File: src/verilog/bml_pkg.sv
package bml_pkg;
  // Register port
  localparam int          REG_AW          = 3;
  localparam int          REG_DW          = 8;
  localparam logic [2:0]  REG_BRK_ADDR_HI = 3'h0;
  localparam logic [2:0]  REG_BRK_ADDR_LO = 3'h1;
  localparam logic [2:0]  REG_BRK_CTRL    = 3'h2;
  localparam logic [2:0]  REG_MON_STATUS  = 3'h3;
  localparam int          CTRL_ENABLE_BIT = 7;
  localparam int          CTRL_ARM_BIT    = 6;
  localparam int          STAT_MON_BIT    = 0;
  localparam int          STAT_FORCED_BIT = 1;
  localparam int          STAT_IRQ_BIT    = 2;
  localparam int          STAT_BRK_BIT    = 3;
  localparam logic [7:0]  REG_RESET_VAL   = 8'h00;

  // Vectors
  localparam logic [15:0] VEC_RESET_USER  = 16'hFFFE;
  localparam logic [15:0] VEC_RESET_MON   = 16'hFEFE;
  localparam logic [15:0] VEC_BREAK_USER  = 16'hFFFC;
  localparam logic [15:0] VEC_BREAK_MON   = 16'hFEFC;
  localparam logic [7:0]  ERASED_BYTE     = 8'hFF;

  // Link timing, dividers in cycles per bit, extra reset in cycles
  localparam logic [8:0]  DIV_EXT_OSC     = 9'h100;
  localparam logic [8:0]  DIV_INT_OSC     = 9'h14F;
  localparam logic [3:0]  HOLD_BITS       = 4'hB;
  localparam int          TX_BITS         = 13;
  localparam int          RX_LAST_IDX     = 9;
  localparam logic [3:0]  EXTRA_RST_CYC   = 4'h8;

  // Command codes, values arbitrary
  localparam logic [7:0]  CMD_READ        = 8'h01;
  localparam logic [7:0]  CMD_WRITE       = 8'h02;
  localparam logic [7:0]  CMD_INDEXED_READ       = 8'h03;
  localparam logic [7:0]  CMD_INDEXED_WRITE      = 8'h04;
  localparam logic [7:0]  CMD_READ_STACK_POINTER      = 8'h05;
  localparam logic [7:0]  CMD_RUN         = 8'h06;

  typedef enum logic [2:0] {
    ST_CMD, ST_ECHO, ST_HOLD, ST_EXEC, ST_FETCH, ST_SEND, ST_SENDW, ST_BRK
  } bml_state_type;
endpackage

File: src/verilog/bml_link_phy.sv
`timescale 1ns/1ps
module bml_link_phy (
  input  wire logic       clk_sys,   // System clock
  input  wire logic       reset,     // Sync reset
  input  wire logic [8:0] bit_div,   // Cycles per bit
  input  wire logic       rx_in,     // Serial pin level
  output logic            tx_out,    // Serial pin drive value
  output logic            tx_oe,     // Serial pin drive enable
  output logic            bit_tick,  // Free-running bit pulse
  output logic            rx_valid,  // Byte received pulse
  output logic [7:0]      rx_data,   // Received byte
  output logic            rx_break,  // Break received pulse
  input  wire logic       tx_go,     // Start gap plus frame
  input  wire logic       tx_break,  // Frame is a break
  input  wire logic [7:0] tx_data,   // Byte to send
  output logic            tx_busy    // Transmit in progress
);
  import bml_pkg::*;

  logic [8:0]         tick_cnt_ff;
  logic [8:0]         rx_cnt_ff;
  logic [3:0]         rx_idx_ff;
  logic               rx_act_ff;
  logic               rx_wait_ff;
  logic [7:0]         rx_sh_ff;
  logic [8:0]         tx_cnt_ff;
  logic [3:0]         tx_idx_ff;
  logic               tx_act_ff;
  logic [TX_BITS-1:0] tx_sh_ff;

  assign tx_busy = tx_act_ff | tx_go;
  assign tx_oe   = tx_act_ff;
  assign tx_out  = tx_sh_ff[0];

  always_ff @(posedge clk_sys) begin
    if (reset || tick_cnt_ff == 9'h000) begin
      tick_cnt_ff <= bit_div - 9'h001;
    end else begin
      tick_cnt_ff <= tick_cnt_ff - 9'h001;
    end
  end
  assign bit_tick = (tick_cnt_ff == 9'h000);

  // Receiver, mid-bit sampled, muted while sending
  always_ff @(posedge clk_sys) begin
    rx_valid <= 1'b0;
    rx_break <= 1'b0;
    if (reset) begin
      rx_act_ff  <= 1'b0;
      rx_wait_ff <= 1'b0;
      rx_cnt_ff  <= 9'h000;
      rx_idx_ff  <= 4'h0;
      rx_sh_ff   <= 8'h00;
      rx_data    <= 8'h00;
    end else if (rx_wait_ff) begin
      rx_wait_ff <= ~rx_in;
    end else if (!rx_act_ff) begin
      if (!tx_busy && !rx_in) begin
        rx_act_ff <= 1'b1;
        rx_idx_ff <= 4'h0;
        rx_cnt_ff <= {1'b0, bit_div[8:1]};
      end
    end else if (rx_cnt_ff != 9'h000) begin
      rx_cnt_ff <= rx_cnt_ff - 9'h001;
    end else begin
      rx_cnt_ff <= bit_div - 9'h001;
      rx_idx_ff <= rx_idx_ff + 4'h1;
      if (rx_idx_ff == 4'h0) begin
        rx_act_ff <= ~rx_in;
      end else if (rx_idx_ff < 4'(RX_LAST_IDX)) begin
        rx_sh_ff <= {rx_in, rx_sh_ff[7:1]};
      end else begin
        rx_act_ff <= 1'b0;
        if (rx_in) begin
          rx_valid <= 1'b1;
          rx_data  <= rx_sh_ff;
        end else if (rx_sh_ff == 8'h00) begin
          rx_break   <= 1'b1;
          rx_wait_ff <= 1'b1;
        end
      end
    end
  end

  // Two high bits, then frame or ten lows
  always_ff @(posedge clk_sys) begin
    if (reset) begin
      tx_act_ff <= 1'b0;
      tx_sh_ff  <= '1;
      tx_cnt_ff <= 9'h000;
      tx_idx_ff <= 4'h0;
    end else if (!tx_act_ff) begin
      if (tx_go) begin
        tx_act_ff <= 1'b1;
        tx_cnt_ff <= bit_div - 9'h001;
        tx_idx_ff <= 4'h0;
        tx_sh_ff  <= tx_break ? {1'b1, 10'h000, 2'h3}
                              : {2'h3, tx_data, 1'b0, 2'h3};
      end
    end else if (tx_cnt_ff != 9'h000) begin
      tx_cnt_ff <= tx_cnt_ff - 9'h001;
    end else begin
      tx_cnt_ff <= bit_div - 9'h001;
      tx_sh_ff  <= {1'b1, tx_sh_ff[TX_BITS-1:1]};
      tx_idx_ff <= tx_idx_ff + 4'h1;
      if (tx_idx_ff == 4'(TX_BITS - 1)) begin
        tx_act_ff <= 1'b0;
      end
    end
  end
endmodule

File: src/verilog/bml_top.sv
// Design decisions made here: the placing of the registers and the strobed register port.
`timescale 1ns/1ps
module bml_top (
  input  wire logic        clk_sys,          // 40 MHz clock
  input  wire logic        reset,            // Power-on reset
  input  wire logic        sys_reset,        // Any other reset
  input  wire logic [2:0]  reg_addr,         // Register address
  input  wire logic [7:0]  reg_wdata,        // Register write data
  input  wire logic        reg_wr,           // Register write strobe
  input  wire logic        reg_rd,           // Register read strobe
  output logic      [7:0]  reg_rdata,        // Register read data
  input  wire logic [15:0] cpu_addr,         // Internal address bus
  input  wire logic        cpu_addr_valid,   // Address bus qualifier
  input  wire logic        rti_done,         // Interrupt return executed
  output logic             breakpoint_request, // To integration unit
  input  wire logic        vec_fetch,        // Reset vector byte fetched
  input  wire logic [7:0]  vec_data,         // Fetched vector byte
  input  wire logic        vec_low,          // Fetch is low byte
  output logic [15:0]      reset_vector_addr, // Reset vector pair base
  output logic [15:0]      break_vector_addr, // Break and swi vector base
  output logic             internal_reset,   // Extra reset request
  input  wire logic        test_voltage,     // Test voltage on irq pin
  input  wire logic        irq_pin_level,    // Irq pin level
  input  wire logic        use_internal_osc, // Internal oscillator in use
  output logic             monitor_mode,     // Monitor mode active
  output logic             watchdog_disable, // Watchdog held off
  output logic             ports_input_only, // Pins forced to inputs
  output logic             alt_clock_is_osc, // Clock pin as oscillator
  output logic             serial_pin_is_link, // Serial pin is link
  output logic             porta_bit2_zero,  // Port bit 2 reads zero
  output logic             irq_branch_enable, // Branch on irq pin active
  input  wire logic        serial_in,        // Serial pin input
  output logic             serial_out,       // Serial pin output
  output logic             serial_oe,        // Serial pin drive enable
  output logic [15:0]      mem_addr,         // Memory address
  output logic [7:0]       mem_wdata,        // Memory write data
  output logic             mem_wr,           // Memory write strobe
  output logic             mem_rd,           // Memory read strobe
  input  wire logic [7:0]  mem_rdata,        // Memory data, same cycle as mem_rd
  input  wire logic [15:0] cpu_sp,           // Stack pointer value
  output logic             run_request       // Run user program pulse
);
  import bml_pkg::*;

  function automatic logic [2:0] cmd_len(input logic [7:0] c);
    unique case (c)
      CMD_READ:   cmd_len = 3'h3;
      CMD_WRITE:  cmd_len = 3'h4;
      CMD_INDEXED_WRITE: cmd_len = 3'h2;
      default:    cmd_len = 3'h1;
    endcase
  endfunction

  function automatic logic [1:0] reply_len(input logic [7:0] c);
    unique case (c)
      CMD_READ:   reply_len = 2'h1;
      CMD_INDEXED_READ:  reply_len = 2'h2;
      CMD_READ_STACK_POINTER: reply_len = 2'h2;
      default:    reply_len = 2'h0;
    endcase
  endfunction

  function automatic logic known_cmd(input logic [7:0] c);
    known_cmd = (c == CMD_READ) || (c == CMD_WRITE) || (c == CMD_INDEXED_READ) ||
                (c == CMD_INDEXED_WRITE) || (c == CMD_READ_STACK_POINTER) || (c == CMD_RUN);
  endfunction

  // Break unit
  logic [7:0]  brk_hi_ff;
  logic [7:0]  brk_lo_ff;
  logic        brk_en_ff;
  logic        brk_act_ff;
  logic        addr_match;

  // Mode control
  logic        forced_ff;
  logic        tst_mon_ff;
  logic        blank_hi_ff;
  logic [3:0]  xrst_cnt_ff;
  logic        in_reset_ff;

  // Link engine
  bml_state_type state_ff;
  logic [7:0]  buf_ff [4];
  logic [2:0]  idx_ff;
  logic [1:0]  reply_ff;
  logic [3:0]  hold_ff;
  logic [15:0] ptr_ff;
  logic        sp_lo_ff;
  logic [7:0]  tx_data_ff;
  logic        tx_go_ff;
  logic        tx_brk_ff;
  logic        bit_tick;
  logic        rx_valid;
  logic [7:0]  rx_data;
  logic        rx_break;
  logic        tx_busy;
  logic [8:0]  bit_div;
  logic [15:0] cmd_addr;

  assign addr_match = brk_en_ff && cpu_addr_valid && (cpu_addr == {brk_hi_ff, brk_lo_ff});
  assign cmd_addr   = {buf_ff[1], buf_ff[2]};

  // Break registers and request
  always_ff @(posedge clk_sys) begin
    if (reset) begin
      brk_hi_ff <= REG_RESET_VAL;
      brk_lo_ff <= REG_RESET_VAL;
      brk_en_ff <= 1'b0;
    end else if (reg_wr) begin
      unique case (reg_addr)
        REG_BRK_ADDR_HI: brk_hi_ff <= reg_wdata;
        REG_BRK_ADDR_LO: brk_lo_ff <= reg_wdata;
        REG_BRK_CTRL:    brk_en_ff <= reg_wdata[CTRL_ENABLE_BIT];
        default: ;
      endcase
    end
  end

  always_ff @(posedge clk_sys) begin
    if (reset || sys_reset) begin
      brk_act_ff <= 1'b0;
    end else if (addr_match) begin
      brk_act_ff <= 1'b1;
    end else if (reg_wr && reg_addr == REG_BRK_CTRL && reg_wdata[CTRL_ARM_BIT]) begin
      brk_act_ff <= 1'b1;
    end else if (rti_done) begin
      brk_act_ff <= 1'b0;
    end
  end
  assign breakpoint_request = brk_act_ff;

  always_ff @(posedge clk_sys) begin
    if (reset) begin
      reg_rdata <= 8'h00;
    end else if (reg_rd) begin
      unique case (reg_addr)
        REG_BRK_ADDR_HI: reg_rdata <= brk_hi_ff;
        REG_BRK_ADDR_LO: reg_rdata <= brk_lo_ff;
        REG_BRK_CTRL: begin
          reg_rdata <= 8'h00;
          reg_rdata[CTRL_ENABLE_BIT] <= brk_en_ff;
          reg_rdata[CTRL_ARM_BIT]    <= brk_act_ff;
        end
        REG_MON_STATUS: begin
          reg_rdata <= 8'h00;
          reg_rdata[STAT_MON_BIT]    <= monitor_mode;
          reg_rdata[STAT_FORCED_BIT] <= forced_ff;
          reg_rdata[STAT_IRQ_BIT]    <= irq_pin_level;
          reg_rdata[STAT_BRK_BIT]    <= brk_act_ff;
        end
        default: reg_rdata <= 8'h00;
      endcase
    end else begin
      reg_rdata <= 8'h00;
    end
  end

  // Blank reset vector detection
  always_ff @(posedge clk_sys) begin
    if (reset) begin
      forced_ff   <= 1'b0;
      blank_hi_ff <= 1'b0;
      xrst_cnt_ff <= 4'h0;
    end else begin
      if (xrst_cnt_ff != 4'h0) begin
        xrst_cnt_ff <= xrst_cnt_ff - 4'h1;
      end
      if (vec_fetch && !monitor_mode) begin
        if (!vec_low) begin
          blank_hi_ff <= (vec_data == ERASED_BYTE);
        end else if (blank_hi_ff && vec_data == ERASED_BYTE) begin
          forced_ff   <= 1'b1;
          xrst_cnt_ff <= EXTRA_RST_CYC;
        end
      end
    end
  end
  assign internal_reset = (xrst_cnt_ff != 4'h0);

  // Test voltage sampled at each reset release
  always_ff @(posedge clk_sys) begin
    if (reset) begin
      in_reset_ff <= 1'b1;
      tst_mon_ff  <= 1'b0;
    end else begin
      in_reset_ff <= sys_reset | internal_reset;
      if (in_reset_ff && !(sys_reset | internal_reset)) begin
        tst_mon_ff <= test_voltage;
      end
    end
  end

  assign monitor_mode       = forced_ff | tst_mon_ff;
  assign reset_vector_addr  = monitor_mode ? VEC_RESET_MON : VEC_RESET_USER;
  assign break_vector_addr  = monitor_mode ? VEC_BREAK_MON : VEC_BREAK_USER;
  assign watchdog_disable   = forced_ff | brk_act_ff;
  assign ports_input_only   = forced_ff;
  assign alt_clock_is_osc   = forced_ff & irq_pin_level;
  assign serial_pin_is_link = monitor_mode;
  assign porta_bit2_zero    = monitor_mode;
  assign irq_branch_enable  = monitor_mode;
  assign bit_div = (forced_ff && use_internal_osc) ? DIV_INT_OSC : DIV_EXT_OSC;

  bml_link_phy i_bml_link_phy (
    .clk_sys  (clk_sys),
    .reset    (reset),
    .bit_div  (bit_div),
    .rx_in    (serial_in),
    .tx_out   (serial_out),
    .tx_oe    (serial_oe),
    .bit_tick (bit_tick),
    .rx_valid (rx_valid),
    .rx_data  (rx_data),
    .rx_break (rx_break),
    .tx_go    (tx_go_ff),
    .tx_break (tx_brk_ff),
    .tx_data  (tx_data_ff),
    .tx_busy  (tx_busy)
  );

  // Command engine
  always_ff @(posedge clk_sys) begin
    tx_go_ff    <= 1'b0;
    mem_wr      <= 1'b0;
    mem_rd      <= 1'b0;
    run_request <= 1'b0;
    if (reset || !monitor_mode) begin
      state_ff   <= ST_CMD;
      idx_ff     <= 3'h0;
      reply_ff   <= 2'h0;
      hold_ff    <= 4'h0;
      ptr_ff     <= 16'h0000;
      sp_lo_ff   <= 1'b0;
      tx_data_ff <= 8'h00;
      tx_brk_ff  <= 1'b0;
      mem_addr   <= 16'h0000;
      mem_wdata  <= 8'h00;
      for (int i = 0; i < 4; i++) begin
        buf_ff[i] <= 8'h00;
      end
    end else if (rx_break) begin
      state_ff  <= ST_BRK;
      tx_go_ff  <= 1'b1;
      tx_brk_ff <= 1'b1;
      idx_ff    <= 3'h0;
    end else begin
      unique case (state_ff)
        ST_CMD: begin
          if (rx_valid && (idx_ff != 3'h0 || known_cmd(rx_data))) begin
            buf_ff[idx_ff[1:0]] <= rx_data;
            tx_data_ff <= rx_data;
            tx_brk_ff  <= 1'b0;
            tx_go_ff   <= 1'b1;
            state_ff   <= ST_ECHO;
          end else if (rx_valid) begin
            tx_data_ff <= rx_data;
            tx_brk_ff  <= 1'b0;
            tx_go_ff   <= 1'b1;
            state_ff   <= ST_BRK;
          end
        end
        ST_ECHO: begin
          if (!tx_busy) begin
            if (idx_ff + 3'h1 == cmd_len(buf_ff[0])) begin
              hold_ff  <= 4'h0;
              state_ff <= ST_HOLD;
            end else begin
              idx_ff   <= idx_ff + 3'h1;
              state_ff <= ST_CMD;
            end
          end
        end
        ST_HOLD: begin
          if (bit_tick) begin
            hold_ff <= hold_ff + 4'h1;
            if (hold_ff + 4'h1 == HOLD_BITS) begin
              state_ff <= ST_EXEC;
            end
          end
        end
        ST_EXEC: begin
          reply_ff <= reply_len(buf_ff[0]);
          sp_lo_ff <= 1'b0;
          idx_ff   <= 3'h0;
          state_ff <= ST_FETCH;
          unique case (buf_ff[0])
            CMD_READ: ptr_ff <= cmd_addr;
            CMD_WRITE: begin
              mem_addr  <= cmd_addr;
              mem_wdata <= buf_ff[3];
              mem_wr    <= 1'b1;
              ptr_ff    <= cmd_addr + 16'h0001;
            end
            CMD_INDEXED_WRITE: begin
              mem_addr  <= ptr_ff;
              mem_wdata <= buf_ff[1];
              mem_wr    <= 1'b1;
              ptr_ff    <= ptr_ff + 16'h0001;
            end
            CMD_RUN: run_request <= 1'b1;
            default: ;
          endcase
        end
        ST_FETCH: begin
          if (reply_ff == 2'h0) begin
            state_ff <= ST_CMD;
          end else begin
            mem_addr <= ptr_ff;
            mem_rd   <= (buf_ff[0] != CMD_READ_STACK_POINTER);
            state_ff <= ST_SEND;
          end
        end
        ST_SEND: begin
          if (buf_ff[0] == CMD_READ_STACK_POINTER) begin
            tx_data_ff <= sp_lo_ff ? cpu_sp[7:0] : cpu_sp[15:8];
            sp_lo_ff   <= 1'b1;
          end else begin
            tx_data_ff <= mem_rdata;
            ptr_ff     <= ptr_ff + 16'h0001;
          end
          tx_brk_ff <= 1'b0;
          tx_go_ff  <= 1'b1;
          reply_ff  <= reply_ff - 2'h1;
          state_ff  <= ST_SENDW;
        end
        ST_SENDW: begin
          if (!tx_busy) begin
            state_ff <= ST_FETCH;
          end
        end
        ST_BRK: begin
          if (!tx_busy) begin
            idx_ff   <= 3'h0;
            state_ff <= ST_CMD;
          end
        end
        default: state_ff <= ST_CMD;
      endcase
    end
  end
endmodule
File: config.mk
export PLATFORM = sky130hd
export DESIGN_NAME = bml_top
export DESIGN_NICKNAME = d
export VERILOG_FILES = /design/src/verilog/bml_pkg.sv /design/src/verilog/bml_link_phy.sv /design/src/verilog/bml_top.sv
export SDC_FILE = /design/constraint.sdc
export NUM_CORES = 1
export LEC_CHECK = 0
export BUFFER_PORTS_ARGS = -buffer_cell sky130_fd_sc_hd__buf_4
export CAP_MARGIN = 20
export CORE_UTILIZATION = 35
export DETAILED_ROUTE_END_ITERATION = 6
export PLACE_DENSITY = 0.64
export SLEW_MARGIN = 20
export SYNTH_ARGS = -nofsm -noshare
export SYNTH_HDL_FRONTEND = slang
export SYNTH_SLANG_ARGS = --single-unit
File: constraint.sdc
create_clock -name clk_sys -period 3 [get_ports clk_sys]
set_input_delay 0.3 -clock clk_sys [delete_from_list [all_inputs] [get_ports clk_sys]]
set_output_delay 0.3 -clock clk_sys [all_outputs]
set_load 0.03 [all_outputs]
# Word-level counts from Yosys, hierarchy flattened
# Memories as Yosys holds them, arrays and structs flattened.
# Cells that the tools add are included.
[totals]
input_bits = 72
n_memories = 1
ff_bits = 169
ramBits = 32
[classes]
eq_ne = 47
magnitude_cmp = 1
n_reduce_logical = 72
addsub = 12
muxes = 104
bitwise = 16
[memory_table]
columns = ["memory", "words", "word_bits", "rd", "rd_ports_with_merged_regs", "wr", "line", "source"]
rows = [
  ["buf_ff", 4, 8, 4, 0, 4, "bml_top.sv:84", "logic [7:0] buf_ff [4];"],
]
[op_table]
columns = ["operator", "count"]
rows = [
  ["$pmux W16 S2", 3],
  ["$mux W9", 9],
  ["$mux W4", 13],
  ["$eq A8 B3 Y1 const B", 6],
  ["$pmux W16 S3", 1],
  ["$mux W3", 15],
  ["$mux W8", 5],
  ["$mux W13", 3],
  ["$mux W1", 37],
  ["$sub A9 B1 Y9 const B", 4],
  ["$add A16 B1 Y16 const B", 2],
  ["$eq A8 B2 Y1 const B", 4],
  ["$mux W16", 2],
  ["$pmux W8 S2", 2],
  ["$pmux W8 S4", 1],
  ["$pmux W3 S8", 1],
  ["$ne A2 B2 Y1 const B", 10],
  ["$ne A3 B2 Y1 const B", 6],
  ["$pmux W3 S3", 2],
  ["$reduce_bool A9 Y1", 2],
  ["$eq A16 B16 Y1", 1],
  ["$eq A8 B1 Y1 const B", 2],
  ["$reduce_and A2 Y1", 8],
  ["$reduce_and A3 Y1", 5],
  ["43 further kinds", 108],
]

# Logic depth before layout (Yosys ltp)
# Gate-level depths: netlist (run 1).
[logic_depth]
depth_word = 15
depth_mapped = 10

# By module
# From an unflattened synthesis (run 1), not the netlist that was laid out.
[unflattened]
hier_cells = 1225
hier_area_um2 = 10734.0
[by_module_without_submodules]
columns = ["mod", "area_per_inst_um2", "cells_per_inst", "instances"]
rows = [
  ["bml_top", 7140.6, 804, 1],
  ["bml_link_phy", 3593.4, 421, 1],
]

# Worst setup path before layout (run 1)
# No wires, ideal clock.
[synth_path]
path_kind = "flip-flop to flip-flop"
startpoint = "register i_bml_link_phy.rx_data[5]"
endpoint = "memory buf_ff[3][0], enable pin"
path_buffers = 0
setup_ns = 0.398
arrival_time_ns = 2.194
stages_incl_launch_ff = 5
setup_slack_ns = 0.408
period_less_slack_ns = 2.592
t_required_ns = 2.602
path_cell_list = "dfxtp_1 or4_1 o311ai_2 nand2_1 o41ai_1"
[synth_rtl]
columns = ["item", "line", "source"]
rows = [
  ["from (decl)", "bml_link_phy.sv:11", "output logic [7:0] rx_data,"],
  ["from (signal assigned)", "bml_link_phy.sv:76", "rx_data <= rx_sh_ff;"],
  ["to (decl)", "bml_top.sv:84", ""],
]

==> out/qor.yml, run 1 <==
io_buffers: 119
hp-class: "primary input to register"
dieHeight_microns: 175.3
worst_path_max_delay_cell: "or4_1"
critPathMaxFanout: 11
crit_required_ps: 3110
ant_nets: 0
yosysTopAreaCell: "dfxtp_1"
cap_viol_max_count: 0
fin_setup_tns_ps: 0
cellPowerDensity_nw_per_um2: 509.5
wl_microns: 26460
cts_resized: 0
syn_avg_cell_area_sq_um: 8.554
first_global_vias: 8553
p_clk_frac: 0.375
post-route-period-util: 0.8980
ys_types: 78
cts.reportedPaths.clkPinSlew_ps: 80
drt_pass1_iterations: 5
viasPerCell: 5.304
ys.flop_type: "dfxtp_1"
cts.sinks: 200
syn2layout_area_growth_pct: 17.38
overflow: 0
met3_usage: 0.03506
cts_tree: "done"
ys_warn_count: 0
power_leakage_uw: 0.004808
synth_area_sq_um: 10510
clockRootBuffer: "clkbuf_16"
yosysMostFrequentCell: "dfxtp_1"
fin_area_sq_um: 12340
clk_latency_ps: 450
h-tree-depth: 4
antenna_found_initial: 0
end_kind: "register"
gp_congestion: 0.9116
synth_commonest_cells: "dfxtp_1 (168), nor2_1 (150), nand2_1 (109)"
die_area_sq_um: 30730
internal-power_uw: 4365
ir_drop_mv: 0.4331
grt_pass1_wl_microns: 43450
synthArstFlopShare: 0
timing.fmax_ghz: 0.3712
drc: 0
num_vias: 9144
setup_viol: 0
wl_per_cell_microns: 15.35
rsz0062_at_grt: "no"
totalPowerFinal_uw: 6287
ys_ff_latch: 200
drtIter0Drc: 679
hold_depth: 2
busiest_layer: "met2"
final_nets: 1408
cpMostUsedCell: "and3_1"
use_met1: 0.2184
p_seq_frac: 0.466
cp_top_family: "simple AND/OR/NAND/NOR gates"
cts_setup_buffers: 0
ff2ff_path_depth: 5
use_met2: 0.2905
startpoint_type: "register"
hold_viol: 0
dp_hpwl_microns: 19160
swShare: 0.3056
max_slew_margin: 0.3475
max_stage_delay_ps: 570
finish.utilization: 0.4174
cp.arrival_ps: 2810
synth-seq-area-share: 0.4113
fin_skew_ps: 17.25
die_w_microns: 175.3
start_util: 0.3556
worstMarginPinSlew_ps: 971.2
synth_top_area_frac: 0.3199
path_cells: "or4_1 > o311ai_2 > and3_1 > and3_1 > nand2b_1"
period_needed_ps: 2694
nFillCells: 2906
drv_slew: 0
rows: 63
ios: 150
status: "finished clean"
p_switching_uw: 1922
num_antenna_cells: 0
cts-buffers-inserted: 17
path_depth: 5
combPwrFrac: 0.159
synth_edf_count: 32
crit_type: "register to register"
groute.usage.overall: 0.1731
syn_inst: 1229
crit_buf_inv: 0
core_area_sq_um: 29560
grt_max_degree: 67
clk_path_buf_depth: 2
placement.cell_area_sq_um: 11710
drive_gt1_frac: 0.1604
netlist_top_cells_area: "dfxtp_1 (32%), edfxtp_1 (9.1%), mux2i_1 (6.9%)"
cts_hold_buf: 0
-- cells by family (layout without fill, tap and decap cells) --
kind of cell / count (synthesis) / count (layout) / synth area share
DFF: 200 / 200 / 0.4113
adders and majority gates: 16 / 16 / 0.01881
buffers and inverters: 144 / 221 / 0.06641
and+or+nand+nor: 497 / 497 / 0.2405
AOI/OAI and AO/OA: 262 / 262 / 0.1632
other: 2 / 30 / 0.0007144
xor gates and xnor gates: 34 / 34 / 0.02833
muxes: 74 / 74 / 0.07070
-- final cells by class --
cell class                 instances  area (sq um)  area share
inverter                          36         135.1     0.01095
tap                              390         488.0     0.03955
multi-input combinational        913          5615      0.4551
clock inverter                    15         202.7     0.01643
timing repair buffer             153          1149     0.09308
sequential                       200          4324      0.3504
clock buffer                      17         425.4     0.03448
-- power by group through the flow --
| stage | clock, uW | sequential (uW) | combinational (uW) |
|---|---|---|---|
| floorplan | 0 | 2950 | 735 |
| global placement | 0 | 2990 | 978 |
| detailed placement | 0 | 2990 | 991 |
| CTS | 2410 | 2930 | 996 |
| global route | 2520 | 2940 | 1090 |
| finish | 2360 | 2930 | 998 |
-- sequential cells by signal (all words and copies together), names as in the netlist, 8 cells and up --
register,count
tx_data_ff,8
mem_wdata,8
mem_addr,16
buf_ff,32
i_bml_link_phy.rx_sh_ff,8
reg_rdata,8
i_bml_link_phy.rx_cnt_ff,9
ptr_ff,16
i_bml_link_phy.tick_cnt_ff,9
i_bml_link_phy.rx_data,8
i_bml_link_phy.tx_cnt_ff,9
brk_lo_ff,8
i_bml_link_phy.tx_sh_ff,12
brk_hi_ff,8
-- cell usage in the layout (no fill, tap or decap), types with 8 or more instances in the layout --
| master | Yosys | final |
|---|---|---|
| dfxtp_1 | 168 | 168 |
| buf_4 | 34 | 153 |
| nor2_1 | 150 | 150 |
| nand2_1 | 109 | 109 |
| mux2i_1 | 72 | 72 |
| a21oi_1 | 66 | 65 |
| o21ai_0 | 48 | 47 |
| and2_1 | 38 | 38 |
| inv_1 | 36 | 36 |
| nor3_1 | 35 | 35 |
| a211oi_1 | 35 | 34 |
| edfxtp_1 | 32 | 32 |
| nand3_1 | 30 | 30 |
| conb_1 | 2 | 30 |
| xnor2_1 | 22 | 22 |
| nand4_1 | 20 | 20 |
| a31oi_1 | 19 | 19 |
| clkbuf_16 | 0 | 17 |
| or3_1 | 15 | 15 |
| ha_1 | 15 | 15 |
| nor3b_1 | 14 | 14 |
| nand2b_1 | 14 | 14 |
| and3_1 | 13 | 13 |
| xor2_1 | 12 | 12 |
| o211ai_1 | 12 | 12 |
| a311oi_1 | 11 | 11 |
| o31ai_1 | 11 | 11 |
| a22oi_1 | 11 | 11 |
| nor4_1 | 10 | 10 |
| nor2b_1 | 8 | 8 |
| o22ai_1 | 8 | 8 |
| clkinv_8 | 0 | 8 |
-- metrics by stage --
stage / instances / setup WS, ps / hold WS [ps]
floorplan: 1257 / 408.4 / 376.8
global placement: 1692 / 457.8 / 452.4
detailed placement: 1692 / 341.5 / 459.4
CTS: 1724 / 319.5 / 16.06
global route: 1724 / 135.1 / 19.34
finish: 1724 / 306.1 / 31.90
-- per-layer routing --
layer,part of all wire,up-vias
met5,0,-
met3,0.053,39
met2,0.48,258
li1,-,4531
met4,0.020,0
met1,0.45,4316
-- worst paths after layout --
path                                                from  slack (ps)                                     to
setup / recovery  i_bml_link_phy.rx_data[5]$_SDFFE_PP0P_         310             buf_ff[1][2]$_SDFFCE_PN0P_
hold / removal                                 sys_reset          30        breakpoint_request$_SDFFE_PP0P_
setup reg to reg  i_bml_link_phy.rx_data[5]$_SDFFE_PP0P_         310             buf_ff[1][2]$_SDFFCE_PN0P_
hold reg to reg    i_bml_link_phy.tick_cnt_ff[0]$_DFF_P_         460  i_bml_link_phy.tick_cnt_ff[0]$_DFF_P_
No activity file was read; power rests on OpenSTA's default activity.
==> run 2, diff against run 1 <==
ABC_AREA = 1   (was not set)
==> run 2 against run 1 <==
  * Fmax grew 10%
  * Largest power group unchanged
  * Critical path type unchanged
  * Register-to-register slack better by 260 ps
  * Critical endpoint is now i_bml_link_phy.rx_sh_ff[7]$_SDFFE_PP0P_
  * Count of clock-buffer cells in the layout unchanged
==> out/qor.yml, run 2 <==
nFillCells: 2977
path_cells: "inv_1 > ha_1 > inv_1 > nor2_2 > nand2_1 > nor3_4 > nand2_2 > nor3_2 > inv_1 > o21ai_0 > a21oi_1"
grt_max_degree: 31
dp_hpwl_microns: 19810
hold_viol: 0
cts.reportedPaths.clkPinSlew_ps: 80
drv_slew: 0
antenna_found_initial: 0
drt_pass1_iterations: 5
gp_congestion: 0.9023
end_kind: "register"
status: "finished clean"
crit_buf_inv: 3
max_slew_margin: 0.4542
multi_input_area_sq_um: 5036
wl_microns: 26710
synth_top_area_frac: 0.3239
setup_slack_ps: 561.5
worst_path_max_delay_cell: "nor3_2"
hp-class: "primary input to register"
ios: 150
timing.fmax_ghz: 0.4101
critPathMaxFanout: 12
fin_setup_tns_ps: 0
cts.sinks: 200
synthArstFlopShare: 0
cpMostUsedCell: "inv_1"
h-tree-depth: 4
drc: 0
cellPowerDensity_nw_per_um2: 529.5
top_register: "buf_ff"
netlist_top_cells_area: "dfxtp_1 (32%), nand2_1 (9.4%), edfxtp_1 (9.3%)"
ant_nets: 0
syn2layout_area_growth_pct: 16.52
post-route-period-util: 0.8128
clk_path_buf_depth: 2
num_vias: 9510
cp.arrival_ps: 2760
yosysTopAreaCell: "dfxtp_1"
viasPerCell: 4.971
ys_ff_latch: 200
crit_required_ps: 3330
power_leakage_uw: 0.004990
first_global_vias: 9019
die_w_microns: 174.2
groute.usage.overall: 0.1780
drtIter0Drc: 730
cts_setup_buffers: 0
rows: 62
final_cell_mix: "nand2_1 (259), nor2_1 (181), inv_1 (169)"
synth_edf_count: 32
syn_inst: 1415
die_area_sq_um: 30360
max_stage_delay_ps: 480
startpoint_type: "register"
synth-seq-area-share: 0.4164
num_antenna_cells: 0
layout_commonest_cell: "nand2_1"
cts-buffers-inserted: 17
crit_type: "register to register"
start_util: 0.3589
worstMarginPinSlew_ps: 817.8
drive_gt1_frac: 0.1458
grt_pass1_wl_microns: 43850
ys_warn_count: 0
largest_register_ffs: 32
synth_commonest_cells: "nand2_1 (259), nor2_1 (182), inv_1 (169)"
wl_per_cell_microns: 13.96
ys_types: 49
cts_hold_buf: 0
ir_drop_mv: 0.3556
cts_resized: 0
synth_area_sq_um: 10380
clk_latency_ps: 450
ys.flop_type: "dfxtp_1"
period_needed_ps: 2439
io_buffers: 119
yosysMostFrequentCell: "nand2_1"
post-place-ws_ps: 613.9
setup_viol: 0
cts_tree: "done"
core_area_sq_um: 28940
reg_top3: "buf_ff x32, mem_addr x16, ptr_ff x16"
regArea_sq_um: 4324
final_nets: 1603
overflow: 0
totalPowerFinal_uw: 6407
clockRootBuffer: "clkbuf_16"
fin_skew_ps: 16.63
cap_viol_max_count: 0
dieHeight_microns: 174.2
cp_top_family: "simple AND/OR/NAND/NOR gates"
rsz0062_at_grt: "no"
syn_avg_cell_area_sq_um: 7.338
-- run 2: cell types whose count changed after synthesis, sizes merged, moves of 41 or more --
cell	delta
inv	+143
mux2i	-72
nand2	+166
nand3	+44
nor2	+41
o21ai	+67
-- run 2: report_power, final --
| group | total, uW | internal, uW | leakage (uW) | switching (uW) |
|---|---|---|---|---|
| Sequential | 2950 | 2860 | 0.00174 | 82.5 |
| Clock | 2370 | 1150 | 0.000300 | 1220 |
| Combinational | 1090 | 338 | 0.00295 | 750 |
-- run 2: area by class of cell --
type	count	area share
clock buffers	17	0.03516
flip-flops and latches	200	0.3574
well taps	384	0.03971
clock inverters	15	0.01541
repair buffers	127	0.07880
inverters	184	0.05729
multi-input cells	986	0.4162
-- run 2: per-stage QoR --
stage	instance area, sq um	hold slack [ps]	std cells	utilization
final	12100	88.70	1913	0.4181
after CTS	12100	74.95	1913	0.4181
after detailed placement	11490	442.1	1881	0.3970
after floorplan	10490	417.9	1443	-
after global routing	12100	79.02	1913	0.4181
after global placement	11490	433.9	1881	0.3970
-- run 2: cells by family (layout without fill, tap and decap cells) --
| group | after synthesis | count (layout) | share of synthesized area |
|---|---|---|---|
| AO/OA/AOI/OAI | 294 | 294 | 0.1628 |
| XOR/XNOR | 31 | 31 | 0.02615 |
| adder cells (fa/ha/maj) | 15 | 15 | 0.01807 |
| buffers and inverters | 257 | 343 | 0.1094 |
| flip-flops | 200 | 200 | 0.4164 |
| multiplexers | 8 | 8 | 0.008676 |
| other | 2 | 30 | 0.0007232 |
| AND/OR/NAND/NOR | 608 | 608 | 0.2577 |
-- run 2: worst paths after layout --
check / from / end / slack [ps] / cells after the start
setup / recovery: i_bml_link_phy.rx_cnt_ff[0]$_SDFFE_PP0P_ / i_bml_link_phy.rx_sh_ff[7]$_SDFFE_PP0P_ / 560 / 11
setup reg to reg: i_bml_link_phy.rx_cnt_ff[0]$_SDFFE_PP0P_ / i_bml_link_phy.rx_sh_ff[7]$_SDFFE_PP0P_ / 560 / 11
hold / removal: sys_reset / in_reset_ff$_SDFF_PP1_ / 90 / 3
hold reg to reg: tst_mon_ff$_SDFFE_PP0P_ / tst_mon_ff$_SDFFE_PP0P_ / 450 / 2
-- run 2: worst register-to-register path: cells and delay by family (launching register included) --
kind	cells	cell delay, ps
adders and majority gates	1	170
and+or+nand+nor	5	1240
buffers and inverters	3	340
DFF	1	320
AOI/OAI and AO/OA	2	260
-- run 2: metal layers --
metal / vias up / part of all wire / routed length, microns / global-route usage
met5: - / 0 / 0 / 0
met4: 0 / 0.019 / 508 / 0.05227
met3: 37 / 0.043 / 1139 / 0.03040
met2: 240 / 0.49 / 13050 / 0.3063
met1: 4404 / 0.45 / 12010 / 0.2266
li1: 4829 / - / - / -
